===== src/verilog/psc_pkg.sv =====
// Purpose: Shared constants and types for the power save controller
// Assumes: APB slave with 32-bit data, one aligned word per register
// Notes: Offsets are byte addresses
`default_nettype none
package psc_pkg;
   localparam logic [11:0] PSC_OFF_ULPW = 12'h000;
   localparam logic [11:0] PSC_OFF_RCTL = 12'h004;
   localparam logic [11:0] PSC_OFF_CDIV = 12'h008;
   localparam logic [11:0] PSC_OFF_IFLAG5 = 12'h00C;
   localparam logic [11:0] PSC_OFF_STAT = 12'h010;
   localparam logic [11:0] PSC_OFF_CMD = 12'h014;
   localparam int PSC_ULP_EN_BIT = 15;
   localparam int PSC_ULP_SIDL_BIT = 13;
   localparam int PSC_ULP_SINK_BIT = 8;
   localparam logic [15:0] PSC_ULP_MASK = 16'hA100;
   localparam logic [15:0] PSC_ULP_RST = 16'h0000;
   localparam int PSC_RET_EN_BIT = 12;
   localparam int PSC_SLP_PWR_BIT = 8;
   localparam logic [15:0] PSC_RCTL_MASK = 16'h1100;
   localparam logic [15:0] PSC_RCTL_RST = 16'h0000;
   localparam int PSC_RET_ON_IRQ_BIT = 15;
   localparam int PSC_DOZE_HI = 14;
   localparam int PSC_DOZE_LO = 12;
   localparam int PSC_DOZE_EN_BIT = 11;
   localparam logic [15:0] PSC_CDIV_MASK = 16'hF800;
   localparam logic [15:0] PSC_CDIV_RST = 16'h0000;
   localparam int PSC_WAKE_FLAG_BIT = 0;
   localparam int PSC_FUSE_RET_BIT = 2;
   localparam int PSC_CMD_SLEEP_BIT = 0;
   localparam int PSC_CMD_IDLE_BIT = 1;
   localparam int PSC_REGON_NS = 40;
   localparam int PSC_CLK_NS = 4;
   localparam int PSC_REGON_CYC = (PSC_REGON_NS + PSC_CLK_NS - 1) / PSC_CLK_NS;
   typedef enum logic [4:0] {
      PSC_RUN = 5'h01,
      PSC_ENTER = 5'h02,
      PSC_SLEEP = 5'h04,
      PSC_IDLE = 5'h08,
      PSC_REGUP = 5'h10
   } psc_state_t;
   typedef struct packed {
      logic main_on;
      logic main_full;
      logic ret_on;
   } psc_reg_ctl_t;
endpackage : psc_pkg
`default_nettype wire


===== src/verilog/psc_top.sv =====
// Purpose: Power save controller: sleep/idle sequencing, wake module, regulators, doze
// Assumes: APB register access; wake_pin and wake interrupts are asynchronous
// Notes: presetn is the supply-monitor power-on reset
//
// Contract
// - Interrupt during entry defers, then wakes
// - Power-on reset clears state but presets fuse and pin sync
// - Wake pin low wakes from Sleep
// - Wake from module sets flag bit 0
// - Bit 15 enables the wake module
// - Bit 13 halts module in Idle
// - Bit 8 enables the pin sink
// - Unimplemented wake bits read zero
// - Sleep standby unless sleep-power bit set
// - Retention needs fuse zero and enable
// - Retention regulator used only in Sleep and regulator start-up
// - Retention sleep; main regulator restarts first
// - Fuse zero, enable, no power: retention
// - Fuse one disables retention regulator
// - Doze divides CPU clock only
// - Doze active only when enabled
// - Ratio field selects 1:1 to 1:128
// - Return-on-interrupt clears doze enable
// - Interrupt, reset or watchdog exits
// - Sleep stops system clock; Idle CPU
// - Clock source unchanged across Sleep
`timescale 1ns/10ps
`default_nettype none
module psc_top
   import psc_pkg::*;
(
   input wire logic pclk,
   input wire logic presetn,
   input wire logic clk_en,
   input wire logic psel,
   input wire logic penable,
   input wire logic pwrite,
   input wire logic [11:0] paddr,
   input wire logic [31:0] pwdata,
   output logic pready,
   output logic [31:0] prdata,
   output logic pslverr,
   input wire logic power_save_instruction,
   input wire logic power_save_idle,
   input wire logic irq_pending,
   input wire logic wdt_timeout,
   input wire logic retention_fuse,
   input wire logic wake_pin_in,
   output logic wake_pin_out,
   output logic wake_pin_oe,
   output logic sys_clk_en,
   output logic cpu_clk_en,
   output logic periph_clk_en,
   output logic wake_event,
   output logic main_regulator_on,
   output logic main_regulator_full,
   output logic retention_regulator_on
);
   logic [1:0] pin_sync_reg, pin_sync_next;
   logic [1:0] irq_sync_reg, irq_sync_next;
   logic [1:0] wdt_sync_reg, wdt_sync_next;
   logic [15:0] ulp_reg, ulp_next;
   logic [15:0] rctl_reg, rctl_next;
   logic [15:0] cdiv_reg, cdiv_next;
   logic flag_reg, flag_next;
   logic fuse_reg, fuse_next;
   logic fuse_done_reg, fuse_done_next;
   psc_state_t state_reg, state_next;
   logic [7:0] regup_reg, regup_next;
   logic [6:0] doze_cnt_reg, doze_cnt_next;
   logic ret_mode_reg, ret_mode_next;
   logic [31:0] prdata_reg, prdata_next;
   psc_reg_ctl_t reg_ctl;
   logic wr, rd, pin_low, irq_s, wdt_s, ulp_active, ulp_wake, wake_any;
   logic [6:0] doze_max;

   // Two-stage synchronisers for the pin and async events
   always_comb begin
      pin_sync_next = {pin_sync_reg[0], wake_pin_in};
      irq_sync_next = {irq_sync_reg[0], irq_pending};
      wdt_sync_next = {wdt_sync_reg[0], wdt_timeout};
   end

   always_ff @(posedge pclk or negedge presetn) begin
      if (!presetn) begin
         pin_sync_reg <= 2'h3;
         irq_sync_reg <= 2'h0;
         wdt_sync_reg <= 2'h0;
      end else if (clk_en) begin
         pin_sync_reg <= pin_sync_next;
         irq_sync_reg <= irq_sync_next;
         wdt_sync_reg <= wdt_sync_next;
      end
   end

   assign pin_low = ~pin_sync_reg[1];
   assign irq_s = irq_sync_reg[1];
   assign wdt_s = wdt_sync_reg[1];
   assign wr = psel & penable & pwrite;
   assign rd = psel & ~penable & ~pwrite;
   assign pready = 1'b1;
   assign pslverr = 1'b0;
   assign prdata = prdata_reg;

   // Module runs when enabled, unless halted in Idle
   assign ulp_active = ulp_reg[PSC_ULP_EN_BIT] & ~(ulp_reg[PSC_ULP_SIDL_BIT]
      & (state_reg == PSC_IDLE));
   assign ulp_wake = ulp_active & ulp_reg[PSC_ULP_SINK_BIT] & pin_low
      & (state_reg == PSC_SLEEP);
   assign wake_any = irq_s | wdt_s | ulp_wake;
   assign doze_max = 7'(({7'h0, 1'b1} << cdiv_reg[PSC_DOZE_HI:PSC_DOZE_LO]) - 8'd1);

   // Register file and status
   always_comb begin
      ulp_next = ulp_reg;
      rctl_next = rctl_reg;
      cdiv_next = cdiv_reg;
      flag_next = flag_reg;
      fuse_next = fuse_reg;
      fuse_done_next = 1'b1;
      prdata_next = prdata_reg;
      if (!fuse_done_reg) begin
         fuse_next = retention_fuse;
      end
      if (wr) begin
         case (paddr)
            PSC_OFF_ULPW: ulp_next = pwdata[15:0] & PSC_ULP_MASK;
            PSC_OFF_RCTL: rctl_next = pwdata[15:0] & PSC_RCTL_MASK;
            PSC_OFF_CDIV: cdiv_next = pwdata[15:0] & PSC_CDIV_MASK;
            PSC_OFF_IFLAG5: flag_next = pwdata[PSC_WAKE_FLAG_BIT];
            default: ;
         endcase
      end
      if (cdiv_reg[PSC_RET_ON_IRQ_BIT] && irq_s) begin
         cdiv_next[PSC_DOZE_EN_BIT] = 1'b0;
      end
      if (ulp_wake) begin
         flag_next = 1'b1;
      end
      if (rd) begin
         case (paddr)
            PSC_OFF_ULPW: prdata_next = {16'h0000, ulp_reg};
            PSC_OFF_RCTL: prdata_next = {16'h0000, rctl_reg};
            PSC_OFF_CDIV: prdata_next = {16'h0000, cdiv_reg};
            PSC_OFF_IFLAG5: prdata_next = {31'h0, flag_reg};
            PSC_OFF_STAT: prdata_next = {24'h0, fuse_reg, reg_ctl, 1'b0, state_reg[2:0]};
            default: prdata_next = 32'h0000_0000;
         endcase
      end
   end

   // Power state machine
   always_comb begin
      state_next = state_reg;
      regup_next = regup_reg;
      ret_mode_next = ret_mode_reg;
      case (state_reg)
         PSC_RUN: begin
            if (power_save_instruction) begin
               state_next = PSC_ENTER;
            end
         end
         PSC_ENTER: begin
            // Entry completes first; pending interrupt wakes next
            state_next = power_save_idle ? PSC_IDLE : PSC_SLEEP;
            ret_mode_next = ~fuse_reg & rctl_reg[PSC_RET_EN_BIT]
               & ~rctl_reg[PSC_SLP_PWR_BIT] & ~power_save_idle;
         end
         PSC_SLEEP: begin
            if (wake_any) begin
               regup_next = 8'(PSC_REGON_CYC);
               state_next = ret_mode_reg ? PSC_REGUP : PSC_RUN;
            end
         end
         PSC_IDLE: begin
            if (wake_any) begin
               state_next = PSC_RUN;
            end
         end
         PSC_REGUP: begin
            if (regup_reg == 8'h00) begin
               state_next = PSC_RUN;
               ret_mode_next = 1'b0;
            end else begin
               regup_next = regup_reg - 8'd1;
            end
         end
         default: state_next = PSC_RUN;
      endcase
   end

   // Doze divider for CPU clock enable
   always_comb begin
      doze_cnt_next = 7'h00;
      if (cdiv_reg[PSC_DOZE_EN_BIT] && doze_cnt_reg < doze_max) begin
         doze_cnt_next = doze_cnt_reg + 7'd1;
      end
   end

   always_ff @(posedge pclk or negedge presetn) begin
      if (!presetn) begin
         ulp_reg <= PSC_ULP_RST;
         rctl_reg <= PSC_RCTL_RST;
         cdiv_reg <= PSC_CDIV_RST;
         flag_reg <= 1'b0;
         fuse_reg <= 1'b1;
         fuse_done_reg <= 1'b0;
         state_reg <= PSC_RUN;
         regup_reg <= 8'h00;
         doze_cnt_reg <= 7'h00;
         ret_mode_reg <= 1'b0;
         prdata_reg <= 32'h0000_0000;
      end else if (clk_en) begin
         ulp_reg <= ulp_next;
         rctl_reg <= rctl_next;
         cdiv_reg <= cdiv_next;
         flag_reg <= flag_next;
         fuse_reg <= fuse_next;
         fuse_done_reg <= fuse_done_next;
         state_reg <= state_next;
         regup_reg <= regup_next;
         doze_cnt_reg <= doze_cnt_next;
         ret_mode_reg <= ret_mode_next;
         prdata_reg <= prdata_next;
      end
   end

   // Regulator selection
   always_comb begin
      reg_ctl.main_on = 1'b1;
      reg_ctl.main_full = 1'b1;
      reg_ctl.ret_on = 1'b0;
      if (state_reg == PSC_SLEEP) begin
         reg_ctl.main_full = rctl_reg[PSC_SLP_PWR_BIT];
         if (ret_mode_reg) begin
            reg_ctl.main_on = 1'b0;
            reg_ctl.ret_on = 1'b1;
         end
      end else if (state_reg == PSC_REGUP) begin
         reg_ctl.ret_on = 1'b1;
      end
   end

   assign main_regulator_on = reg_ctl.main_on;
   assign main_regulator_full = reg_ctl.main_full;
   assign retention_regulator_on = reg_ctl.ret_on;
   // Clock gates; source selection is untouched so it survives Sleep
   assign sys_clk_en = (state_reg != PSC_SLEEP) && (state_reg != PSC_REGUP);
   assign periph_clk_en = sys_clk_en;
   assign cpu_clk_en = (state_reg == PSC_RUN) && (doze_cnt_reg == 7'h00);
   assign wake_pin_out = 1'b0;
   assign wake_pin_oe = ulp_active & ulp_reg[PSC_ULP_SINK_BIT];
   assign wake_event = ulp_wake;
endmodule : psc_top
`default_nettype wire


===== config.mk =====
export PLATFORM = sky130hd
export DESIGN_NAME = psc_top
export DESIGN_NICKNAME = d
export VERILOG_FILES = /design/src/verilog/psc_pkg.sv /design/src/verilog/psc_top.sv
export SDC_FILE = /design/constraint.sdc
export NUM_CORES = 1
export LEC_CHECK = 0
export ABC_AREA = 1
export BUFFER_PORTS_ARGS = -buffer_cell sky130_fd_sc_hd__buf_2
export CORE_MARGIN = 2
export CORE_UTILIZATION = 35
export CTS_BUF_LIST = sky130_fd_sc_hd__clkbuf_4 sky130_fd_sc_hd__clkbuf_8
export DETAILED_ROUTE_END_ITERATION = 6
export MAX_ROUTING_LAYER = met4
export PLACE_DENSITY_LB_ADDON = 0.25
export SKIP_LAST_GASP = 1
export SLEW_MARGIN = 20
export SYNTH_ARGS = -nofsm -noshare
export SYNTH_HDL_FRONTEND = slang
export SYNTH_SLANG_ARGS = --single-unit

===== constraint.sdc =====
create_clock -name pclk -period 1.49 [get_ports pclk]
set_input_delay 0.298 -clock pclk [delete_from_list [all_inputs] [get_ports pclk]]
set_output_delay 0.298 -clock pclk [all_outputs]
set_load 0.05 [all_outputs]

==> out/summary.md, run 1 <==
Die outline height: 99.18 µm. The number of cells on the worst reg-to-reg path is 11. For this run, the top clock speed supported by timing is 535.7 MHz. Setup violations remaining at the end of the flow were counted as 29. The simple logic cell fraction of the synthesized area came out at 33.50%.

In this run the remaining antenna-violating nets after routing total 0. For the final design area excluding fillers, the log shows 4407 µm². The Yosys warning count was 0. For this run, design rule violations remaining after detail routing come to 0. The post-synthesis mux area share came out at 0%. Final cell count without fillers: 645.

Synthesis produced a netlist whose cell count is 417. The logs give 99 for the count of pins on the block boundary and 2 for the maximum clock path buffer count. At the end of the flow, the number of nets in the layout was 601. The wire-length estimate of the detail-placed layout is 6.025 mm. Hold is met by 0.1875 ns.

Flip-flop count of the largest register, all copies and words added: 13. The run gives 1.19 ns as the required arrival time at the worst endpoint. Entering global routing, the biggest net connects 23 pins. For this run the aggregate overflow at the end of global routing stands at 0. Clock tree synthesis found a total of 53 sinks. The worst supply voltage drop on vdd was 0.6545 mV; the biggest fanout along the worst timing path was 4.

Input and output buffers added on the ports amount to 51. The signal arrival time at the worst endpoint is 1.57 ns, and the total die area is 9836 µm². The number of diodes is 0, and the cell area after technology mapping is 3171 µm². Initial core utilization: 36.18%. The final reports fail on setup timing. In the routed layout, each cell is associated on average with a via count of 4.660. For the overall via count from detail_route, the log shows 3006.

The worst setup path is of the reg -> out kind. Depth of the CTS H-tree: 2. The synthesized netlist devotes 3.552% of its cell area to adder and majority cells. TritonCTS built the clock tree. The global-route wire length before repair was 13.47 mm; the minimum setup slack after placement was -0.1191 ns. The synthesized netlist contains 36 unique library cells.

The post-detailed-route wirelength per cell was 12.47 µm. The final critical path takes up 125.3% of the cycle. The run gives 0.009292 ns as the setup clock skew after layout.

Mean post-synth cell area: 7.603 µm². The number of endpoints with negative hold slack in the final report was 0; the starting DRC count in detailed routing was 116. The tree is rooted in a sky130_fd_sc_hd__clkbuf_8. Summing all placed instances gives a cell area of 3906 µm².

The logs give 2966 for the via count of the first global-routing pass and 623 for the number of cells in the design after placement. The top cell types in the final layout, fill and taps aside, are sky130_fd_sc_hd__nand2_1 (118), sky130_fd_sc_hd__buf_4 (52), sky130_fd_sc_hd__dfrtp_1 (46). After clock tree synthesis, the clock-pin slew on the worst setup and hold paths is 0.10 ns. Setup repair after global routing could not meet its margin everywhere.

Buffers inserted during clock tree synthesis total 5. Summing the areas of all xor and xnor instances in the mapped netlist gives 1.657% of the synthesized area. The final-report max-slew violation count is 0. Path category of the worst min-delay check: in -> reg.

The run gives 41.99% as the sequential share of the synthesized area. The smallest clock period supported by the final layout is computed as 1.867 ns. Fraction of the mapped netlist area in compound gates: 6.590%.

The synthesized design contains 53 register bits. The number of antenna violations at the first check in global routing was 0. The total track usage is 17.14%. The number of instances on the worst hold path works out to 3. Nature of the critical path startpoint: a flip-flop.

Max-cap violations in this run came to 0. Most frequent standard cell in the layout excluding fill and tap cells: sky130_fd_sc_hd__nand2_1. The fraction of final layout cells with drive strength greater than 1 was 36.50%; the die span in x was 99.18 µm. The final worst setup slack came out at -0.3768 ns. Row count: 34. The tools report the leakage dissipation as 0.002300 µW. For the worst-skew pair, the clock arrives at the later sink with an insertion delay of 0.31 ns. After detailed routing, the total wire length is 8.042 mm.

By area, the combinational part of the netlist is dominated by simple AND/OR/NAND/NOR gates. At the end of routability-driven placement, the weighted congestion stood at 0.9008. The run gives 8763 µm² as the placeable core region. STA classifies the critical path endpoint as an output pin.

The areal power density over the cells works out to 913.1 nW/µm². The area added between synthesis and finish is 38.99%. First-pass iteration count of the detailed router: 4. The run finished, with violations left.
routing by layer:
| layer | wire, µm | share of wire, % | track usage (%) |
|---|---|---|---|
| met4 | 67 | 0.83 | 3.688 |
| met1 | 3591 | 45 | 22.52 |
| met2 | 4049 | 50 | 28.27 |
| met5 | 0 | 0 | - |
| met3 | 333 | 4.1 | 2.600 |
final cells by class:
class | count | area (µm²)
Fill cell | 864 | 4357
Multi-Input combinational cell | 304 | 1714
Sequential cell | 53 | 1335
Timing Repair Buffer | 119 | 908.4
Inverter | 53 | 215.2
Tap cell | 108 | 135.1
Clock buffer | 6 | 82.58
Clock inverter | 2 | 16.27
report_power, final:
group	switching [µW]	total [µW]	internal, µW
Sequential	97.2	1640	1540
Combinational	896	1500	603
Clock	502	886	384
cells in the mapped netlist (all sizes together):
| library cell | n | area [µm²] |
|---|---|---|
| inv | 52 | 195.2 |
| nand3 | 39 | 235.2 |
| o21a | 1 | 7.510 |
| nand4 | 10 | 62.56 |
| nor3 | 7 | 56.31 |
| o211ai | 3 | 22.52 |
| xnor2 | 2 | 17.52 |
| nand2 | 126 | 485.5 |
| and3b | 1 | 8.760 |
| a21oi | 7 | 46.30 |
| nor4 | 1 | 6.260 |
| dfrtp | 49 | 1226 |
| dfstp | 4 | 105.1 |
| clkinv | 1 | 8.760 |
| o22ai | 1 | 6.260 |
| and2 | 1 | 6.260 |
| xor2 | 4 | 35.03 |
| clkbuf | 3 | 11.26 |
| nor2 | 46 | 195.2 |
| o21ai | 23 | 126.4 |
| or2 | 1 | 6.260 |
| buf | 24 | 180.2 |
| ha | 9 | 112.6 |
| conb | 2 | 7.510 |
cell families (layout without fill, tap and decap cells):
family	Yosys count	count (layout)
buf+inv	80	180
xor+xnor	6	6
flops	53	53
compound gates	35	35
fa+ha+maj	9	9
simple gates	232	232
other cells	2	22
through the flow:
step	TNS (ns)	util [%]	power [µW]
floorplan	-0.3130	-	2539
global placement	-1.236	44.57	2967
detailed placement	-1.887	44.57	2993
CTS	-5.210	48.09	4010
global route	-9.138	50.29	4279
finish	-5.705	50.29	4024
worst max-delay path: stages (launching register included):
cell                         delay, ns
sky130_fd_sc_hd__dfrtp_1          0.46
sky130_fd_sc_hd__inv_2            0.06
sky130_fd_sc_hd__nor2_2           0.13
sky130_fd_sc_hd__nand3_4          0.13
sky130_fd_sc_hd__nor2_4           0.12
sky130_fd_sc_hd__nand3_2          0.11
sky130_fd_sc_hd__clkinvlp_4       0.11
sky130_fd_sc_hd__buf_8            0.14
final timing paths:
path	startpoint	to	slack, ns
setup reg to reg	state_reg[2]$_DFFE_PN0P_	state_reg[3]$_DFFE_PN0P_	-0.22
min in group asynchronous	presetn	doze_cnt_reg[5]$_DFFE_PN0P_	0.44
setup / recovery	state_reg[2]$_DFFE_PN0P_	wake_event	-0.38
hold / removal	pwdata[14]	cdiv_reg[14]$_DFFE_PN0P_	0.19
max in group asynchronous	presetn	pin_sync_reg[0]$_DFFE_PN1P_	0.51
hold reg to reg	fuse_done_reg$_DFFE_PN0P_	fuse_done_reg$_DFFE_PN0P_	0.46
timing repair:
action / 4_1_cts / 5_1_grt
pin swaps: 20 / 20
endpoints found under the hold margin: 12 / 0
hold buffers: 1 / 0
endpoints found under the setup margin: 29 / 30
gates resized for setup: 45 / 34
buffers inserted: 7 / 8
Note: power is estimated with default switching activity, not from simulation.
==> inputs of run 2 (changes only) <==
clock period = 1.6 ns   (was 1.49 ns; I/O delays follow)
==> out/summary.md, run 2 (synthesis gave the netlist of run 1 again) <==
The run finished, with violations left. Violations in the final reports: setup timing (unchanged). The sequential group share of total power is 39.0% (was 40.7%), and the final routed wirelength across all metal layers is 7.522 mm (was 8.042 mm). The tools report the required arrival time at the worst endpoint as 1.28 ns (was 1.19 ns). The post-detailed-route wirelength per cell is 12.04 µm (was 12.47 µm).

The number of endpoints with negative hold slack in the final report was 0 (unchanged). The run gives 1407 µW (was 1496 µW) as the net switching component of the power. The tools report the clock network fraction of total power as 24.9% (was 22.0%).

The row count is 34 (unchanged), and the net total in the final layout is 581 (was 601). For the number of DRC violations after detailed routing, the log shows 0 (unchanged). For this run, the top clock speed supported by timing is 523.3 MHz. In this run the tightest slew margin relative to its limit is 58.96%. The areal power density over the cells works out to 918.8 nW/µm² (was 913.1 nW/µm²).

Buffer type at the clock tree root: sky130_fd_sc_hd__clkbuf_8 (unchanged). The number of instances on the worst hold path is 3 (unchanged), and the switching part of the total power is 36.18% (was 37.17%). The signal arrival time at the worst endpoint is 1.59 ns (was 1.57 ns), and the fraction of final layout cells with drive strength greater than 1 is 33.66% (was 36.50%). The tools report the placeable core region as 8763 µm² (unchanged). The path depth of the worst reg2reg path was 10 (was 11); the share of the clock period used by the worst path after layout was 119.4%.

The total die area is 9836 µm² (unchanged). Commonest non-fill, non-tap cells in the layout: sky130_fd_sc_hd__nand2_1 (117), sky130_fd_sc_hd__dfrtp_1 (46), sky130_fd_sc_hd__buf_2 (43) (was sky130_fd_sc_hd__nand2_1 (118), sky130_fd_sc_hd__buf_4 (52), sky130_fd_sc_hd__dfrtp_1 (46)). The total CTS buffers was 5 (unchanged).

The tools report the start point of the critical path as state_reg[1]$_DFFE_PN0P_ (was state_reg[2]$_DFFE_PN0P_). For the leakage dissipation, the log shows 0.002193 µW (was 0.002300 µW). The tools report the via count of the first global-routing pass as 2801 (was 2966). Total track usage: 16.69% (was 17.14%). The global-route wire length before repair came out at 12.95 mm (was 13.47 mm).

The run gives 0 (unchanged) as the number of antenna violations at the first check in global routing. Startpoint of the worst-slack reg-to-reg timing path: state_reg[1]$_DFFE_PN0P_ (was state_reg[2]$_DFFE_PN0P_). The utilization after layout came out at 48.29% (was 50.29%). Nature of the critical path startpoint: a flip-flop (unchanged). The maximum clock path buffer count was 2 (unchanged); the die span in x was 99.18 µm (unchanged). The logs give -0.3108 ns (was -0.3768 ns) for the final worst setup slack and 2481 µW (was 2528 µW) for the internal power. The tools report the final-report max-slew violation count as 0 (unchanged).

The number of diodes is 0 (unchanged). The die outline height came out at 99.18 µm (unchanged). The run gives 0.2092 ns (was 0.1875 ns) as the worst slack on hold paths. The first-pass iteration count of the detailed router came out at 4 (unchanged).

The depth of the CTS H-tree came out at 2 (unchanged). TritonCTS built the clock tree. The flip-flop count of the largest register, all copies and words added is 13 (unchanged). The tools report the post-detailed-route count of antenna-violating nets as 0 (unchanged). The count of pins on the block boundary was 99 (unchanged). Combinational fraction of design power: 36.2% (was 37.3%). The time the final worst path needs with I/O delays and setup works out to 1.911 ns. The logs give 36.18% (unchanged) for the initial core utilization and 54 (was 23) for the pin count of the biggest net entering global routing.

The starting DRC count in detailed routing was 90 (was 116); the average via count per standard cell was 4.589 (was 4.660). The biggest fanout along the worst timing path is 6 (was 4). The tools report the detailed placement HPWL as 5.656 mm (was 6.025 mm). The residual overflow from global routing is 0 (unchanged), and the placer congestion estimate is 0.8895 (was 0.9008). Most frequent standard cell in the layout excluding fill and tap cells: sky130_fd_sc_hd__nand2_1 (unchanged).

The worst supply voltage drop on vdd came out at 0.5822 mV (was 0.6545 mV). Setup repair after global routing could not meet its margin everywhere. Setup clock skew after layout: 0.01089 ns (was 0.009292 ns). The tools report the number of endpoints failing setup at the final stage as 13 (was 29). Worst hold path startpoint: pwdata[14] (unchanged). The type of the worst setup path was reg -> out (unchanged). The area added between synthesis and finish came out at 33.46% (was 38.99%).

The sink count of the clock tree came out at 53 (unchanged). Clock insertion delay at the later pin of the skew report: 0.31 ns (about the same). The tools report the overall via count from detail_route as 2868 (was 3006). The clock transition at the registers of the reported paths was 0.10 ns (about the same); the transition time at the pin with the least slew margin was 0.6133 ns.

The path category of the worst min-delay check was in -> reg (unchanged). The tools report the endpoint class of the critical path as an output pin (unchanged). Reg2reg setup slack: -0.10 ns (was -0.22 ns).

The reported max-cap violation count is 0 (unchanged), and the count of buffers from port buffering is 51 (unchanged).
[run 2: critical path, stage by stage, from the launching register on]
cell,delay (ns)
sky130_fd_sc_hd__dfrtp_1,0.43
sky130_fd_sc_hd__nor2_4,0.21
sky130_fd_sc_hd__nand3_4,0.18
sky130_fd_sc_hd__nor2_4,0.14
sky130_fd_sc_hd__nand3_2,0.09
sky130_fd_sc_hd__inv_2,0.09
sky130_fd_sc_hd__buf_8,0.14
[run 2: routing by layer]
metal / up-vias / track usage, % / wire, µm / share of wire (%)
li1: 1474 / - / - / -
met1: 1332 / 22.18 / 3445 / 46
met2: 55 / 26.92 / 3696 / 49
met3: 7 / 2.178 / 288 / 3.8
met4: 0 / 4.742 / 91 / 1.2
met5: - / - / 0 / 0
[run 2: final cells by class]
| class | instances | area (µm²) |
|---|---|---|
| fill | 873 | 4532 |
| clock buffer | 6 | 76.32 |
| timing repair buffer | 98 | 725.7 |
| tap | 108 | 135.1 |
| clock inverter | 2 | 38.79 |
| sequential | 53 | 1335 |
| inverter | 53 | 206.4 |
| multi-input combinational | 305 | 1714 |
[run 2: final timing paths]
| path | endpoint |
|---|---|
| max | wake_event |
| min | cdiv_reg[14]$_DFFE_PN0P_ |
| min reg2reg | fuse_done_reg$_DFFE_PN0P_ |
| min in group asynchronous | regup_reg[7]$_DFFE_PN0P_ |
| max reg2reg | state_reg[4]$_DFFE_PN0P_ |
| max in group asynchronous | fuse_reg$_DFFE_PN1P_ |
[run 2: power groups by stage]
| stage | clock network, µW | registers (µW) | logic, µW |
|---|---|---|---|
| 2_1_floorplan | 0 | 1530 | 829 |
| 3_3_place_gp | 0 | 1530 | 1190 |
| 3_5_place_dp | 0 | 1540 | 1200 |
| 4_1_cts | 993 | 1510 | 1340 |
| 5_1_grt | 1050 | 1530 | 1570 |
| 6_report | 967 | 1520 | 1410 |
[run 2: timing repair]
item	4_1_cts	5_1_grt
gates resized for setup	35	39
pin swaps	7	15
cloned	1	0
setup buffers	5	4
endpoints found under the setup margin	20	28
hold buffers	1	0
endpoints found under the hold margin	5	0
[run 2: stage by stage]
step	setup TNS (ns)	instance area, µm²	worst slack [ns]	std cells	power (µW)
detailed placement	-0.1195	3757	-0.06386	606	2734
global route	-4.637	4232	-0.4062	625	4140
floorplan	-0.1370	3272	-0.09278	437	2359
finish	-2.569	4232	-0.3108	625	3888
global placement	-0.03709	3757	-0.02046	606	2717
CTS	-2.601	4040	-0.2835	621	3837
==> inputs of run 3 (changes only) <==
SKIP_CTS_REPAIR_TIMING = 1   (was unset)
==> out/summary.md, run 3 (synthesis gave the netlist of run 1 again) <==
The reported max-cap violation count is 0 (unchanged), and the detailed placement HPWL is 5.656 mm (unchanged). The die span in x was 99.18 µm (unchanged); the longest individual stage delay on the worst path was 0.44 ns (was 0.43 ns). The worst-path cell with the longest stage delay is sky130_fd_sc_hd__dfrtp_1 (unchanged). The run gives -4.349 ns (was -2.569 ns) as the final sum of negative setup slack. TritonCTS built the clock tree. The fraction of final layout cells with drive strength greater than 1 is 36.63% (was 33.66%), and the final-report max-slew violation count is 0 (unchanged). The logs give 0 (unchanged) for the post-detailed-route count of antenna-violating nets and 0.01100 ns (was 0.01089 ns) for the setup clock skew after layout.

The buffer type at the clock tree root was sky130_fd_sc_hd__clkbuf_8 (unchanged). Nature of the critical path startpoint: a flip-flop (unchanged). Post-detailed-route wirelength per cell: 12.23 µm (was 12.04 µm). The number of endpoints with negative hold slack in the final report is 14 (was 0), and the worst supply voltage drop on vdd is 0.5901 mV (was 0.5822 mV). Placeable core region: 8763 µm² (unchanged).

The minimum setup slack after placement is -0.06386 ns (unchanged), and the total track usage is 16.03% (was 16.69%). The logs give 0.002189 µW (was 0.002193 µW) for the leakage dissipation and 2 (unchanged) for the maximum clock path buffer count. The pin count of the biggest net entering global routing was 54 (unchanged); the count of buffers from port buffering was 51 (unchanged).

The share of the clock period used by the worst path after layout is 121.8% (was 119.4%), and the required arrival time at the worst endpoint is 1.28 ns (about the same). The run gives 2862 (was 2868) as the overall via count from detail_route. For the global-route wire length before repair, the log shows 12.44 mm (was 12.95 mm). Commonest non-fill, non-tap cells in the layout: sky130_fd_sc_hd__nand2_1 (108), sky130_fd_sc_hd__dfrtp_1 (47), sky130_fd_sc_hd__buf_2 (43) (was sky130_fd_sc_hd__nand2_1 (117), sky130_fd_sc_hd__dfrtp_1 (46), sky130_fd_sc_hd__buf_2 (43)). The tools report the depth of the CTS H-tree as 2 (unchanged). The most frequent standard cell in the layout excluding fill and tap cells is sky130_fd_sc_hd__nand2_1 (unchanged). The total die area is 9836 µm² (unchanged).

The biggest fanout along the worst timing path is 6 (unchanged), and the number of antenna violations at the first check in global routing is 0 (unchanged). Count of pins on the block boundary: 99 (unchanged). The area added between synthesis and finish was 34.29% (was 33.46%); the final worst setup slack was -0.3491 ns (was -0.3108 ns). The die outline height was 99.18 µm (unchanged).

Average via count per standard cell: 4.587 (was 4.589). The tools report the via count of the first global-routing pass as 2731 (was 2801). Areal power density over the cells: 914.2 nW/µm² (was 918.8 nW/µm²). The run gives 34 (unchanged) as the row count. Cell-by-cell trace of the critical path: nor2_4, nand3_4, nor2_4, nand3_4, inv_4, buf_8 (was nor2_4, nand3_4, nor2_4, nand3_2, inv_2, buf_8). The residual overflow from global routing was 0 (unchanged). The run gives 1334 µm² (was 1335 µm²) as the flip-flop and latch area. The initial core utilization is 36.18% (unchanged), and the worst slack on hold paths is -0.01028 ns (was 0.2092 ns).

The tools report the highest achievable clock rate as 513.1 MHz (was 523.3 MHz). The type of the worst setup path is reg -> out (unchanged). The kind of cell adding the most delay to the critical path is simple AND/OR/NAND/NOR gates (unchanged). For the number of fillers in the final layout, the log shows 875 (was 873).

The time the final worst path needs with I/O delays and setup is 1.949 ns (was 1.911 ns). Buffering stage count on the worst path with inverters included: 2 (unchanged). The number of diodes was 0 (unchanged); the area occupied by multi-input gates was 1760 µm² (was 1714 µm²). The flip-flop count of the largest register, all copies and words added is 13 (unchanged), and the placer congestion estimate is 0.8895 (unchanged). Violations in the final reports: hold timing, setup timing (was setup timing).

The signal arrival time at the worst endpoint is 1.63 ns (was 1.59 ns). The run gives 53 (unchanged) as the sink count of the clock tree. The tools report the number of endpoints failing setup at the final stage as 21 (was 13).

The total CTS buffers was 5 (unchanged). The clock insertion delay at the later pin of the skew report was 0.31 ns (about the same); the net total in the final layout was 580 (was 581). The final routed wirelength across all metal layers came out at 7.631 mm (was 7.522 mm). The first-pass iteration count of the detailed router was 4 (unchanged). Endpoint class of the critical path: an output pin (unchanged). The run finished, with violations left. Starting DRC count in detailed routing: 89 (was 90). The number of DRC violations after detailed routing is 0 (unchanged).

The clock transition at the registers of the reported paths works out to 0.10 ns (about the same). The path category of the worst min-delay check was in -> async (was in -> reg). Setup repair after global routing could not meet its margin everywhere.
-- run 3: cell types whose count changed in the layout (fill, tap and decap cells not counted), moves of 3 or more --
cell                      previous run  this run
sky130_fd_sc_hd__nand2_2             7        16
sky130_fd_sc_hd__nand3_1            32        27
sky130_fd_sc_hd__nand3_2             3         7
sky130_fd_sc_hd__buf_8               4         1
sky130_fd_sc_hd__buf_4              35        38
sky130_fd_sc_hd__nand2_1           117       108
-- run 3: final timing paths --
check / start / to / slack, ns / cells past startpoint
max: state_reg[1]$_DFFE_PN0P_ / wake_event / -0.35 / 6
min: presetn / irq_sync_reg[0]$_DFFE_PN0P_ / -0.01 / 2
max reg2reg: state_reg[2]$_DFFE_PN0P_ / regup_reg[6]$_DFFE_PN0P_ / -0.19 / 11
min reg2reg: fuse_done_reg$_DFFE_PN0P_ / fuse_done_reg$_DFFE_PN0P_ / 0.46 / 2
max in group asynchronous: presetn / fuse_reg$_DFFE_PN1P_ / 1.31 / 2
min in group pclk: pwdata[14] / cdiv_reg[14]$_DFFE_PN0P_ / 0.21 / 3
-- run 3: layout make-up --
class,instances,area share (%)
Multi-Input combinational cell,304,41.35
Tap cell,108,3.174
Clock inverter,2,0.9110
Clock buffer,6,1.793
Timing Repair Buffer,98,16.54
Inverter,53,4.907
Sequential cell,53,31.33
-- run 3: power by group --
| part | switching (µW) | total, µW | leakage (µW) | internal (µW) |
|---|---|---|---|---|
| logic | 863 | 1410 | 0.00146 | 549 |
| clock network | 476 | 967 | 0.0000592 | 491 |
| registers | 79.4 | 1510 | 0.000673 | 1430 |
-- run 3: per-layer routing --
| layer | routed length, µm | GRT usage [%] |
|---|---|---|
| met5 | 0 | - |
| met4 | 61 | 4.320 |
| met3 | 201 | 2.249 |
| met2 | 3841 | 25.73 |
| met1 | 3526 | 21.43 |
-- run 3: metrics by stage --
step	cell area, µm²	instances	util [%]	power [µW]	hold WS (ns)
2_1_floorplan	3272	437	-	2359	0.02441
3_3_place_gp	3757	606	42.88	2717	0.3429
3_5_place_dp	3757	606	42.88	2734	0.3416
4_1_cts	3872	614	44.19	3707	-0.0008592
5_1_grt	4258	624	48.59	4135	-0.002493
6_report	4258	624	48.59	3892	-0.01028
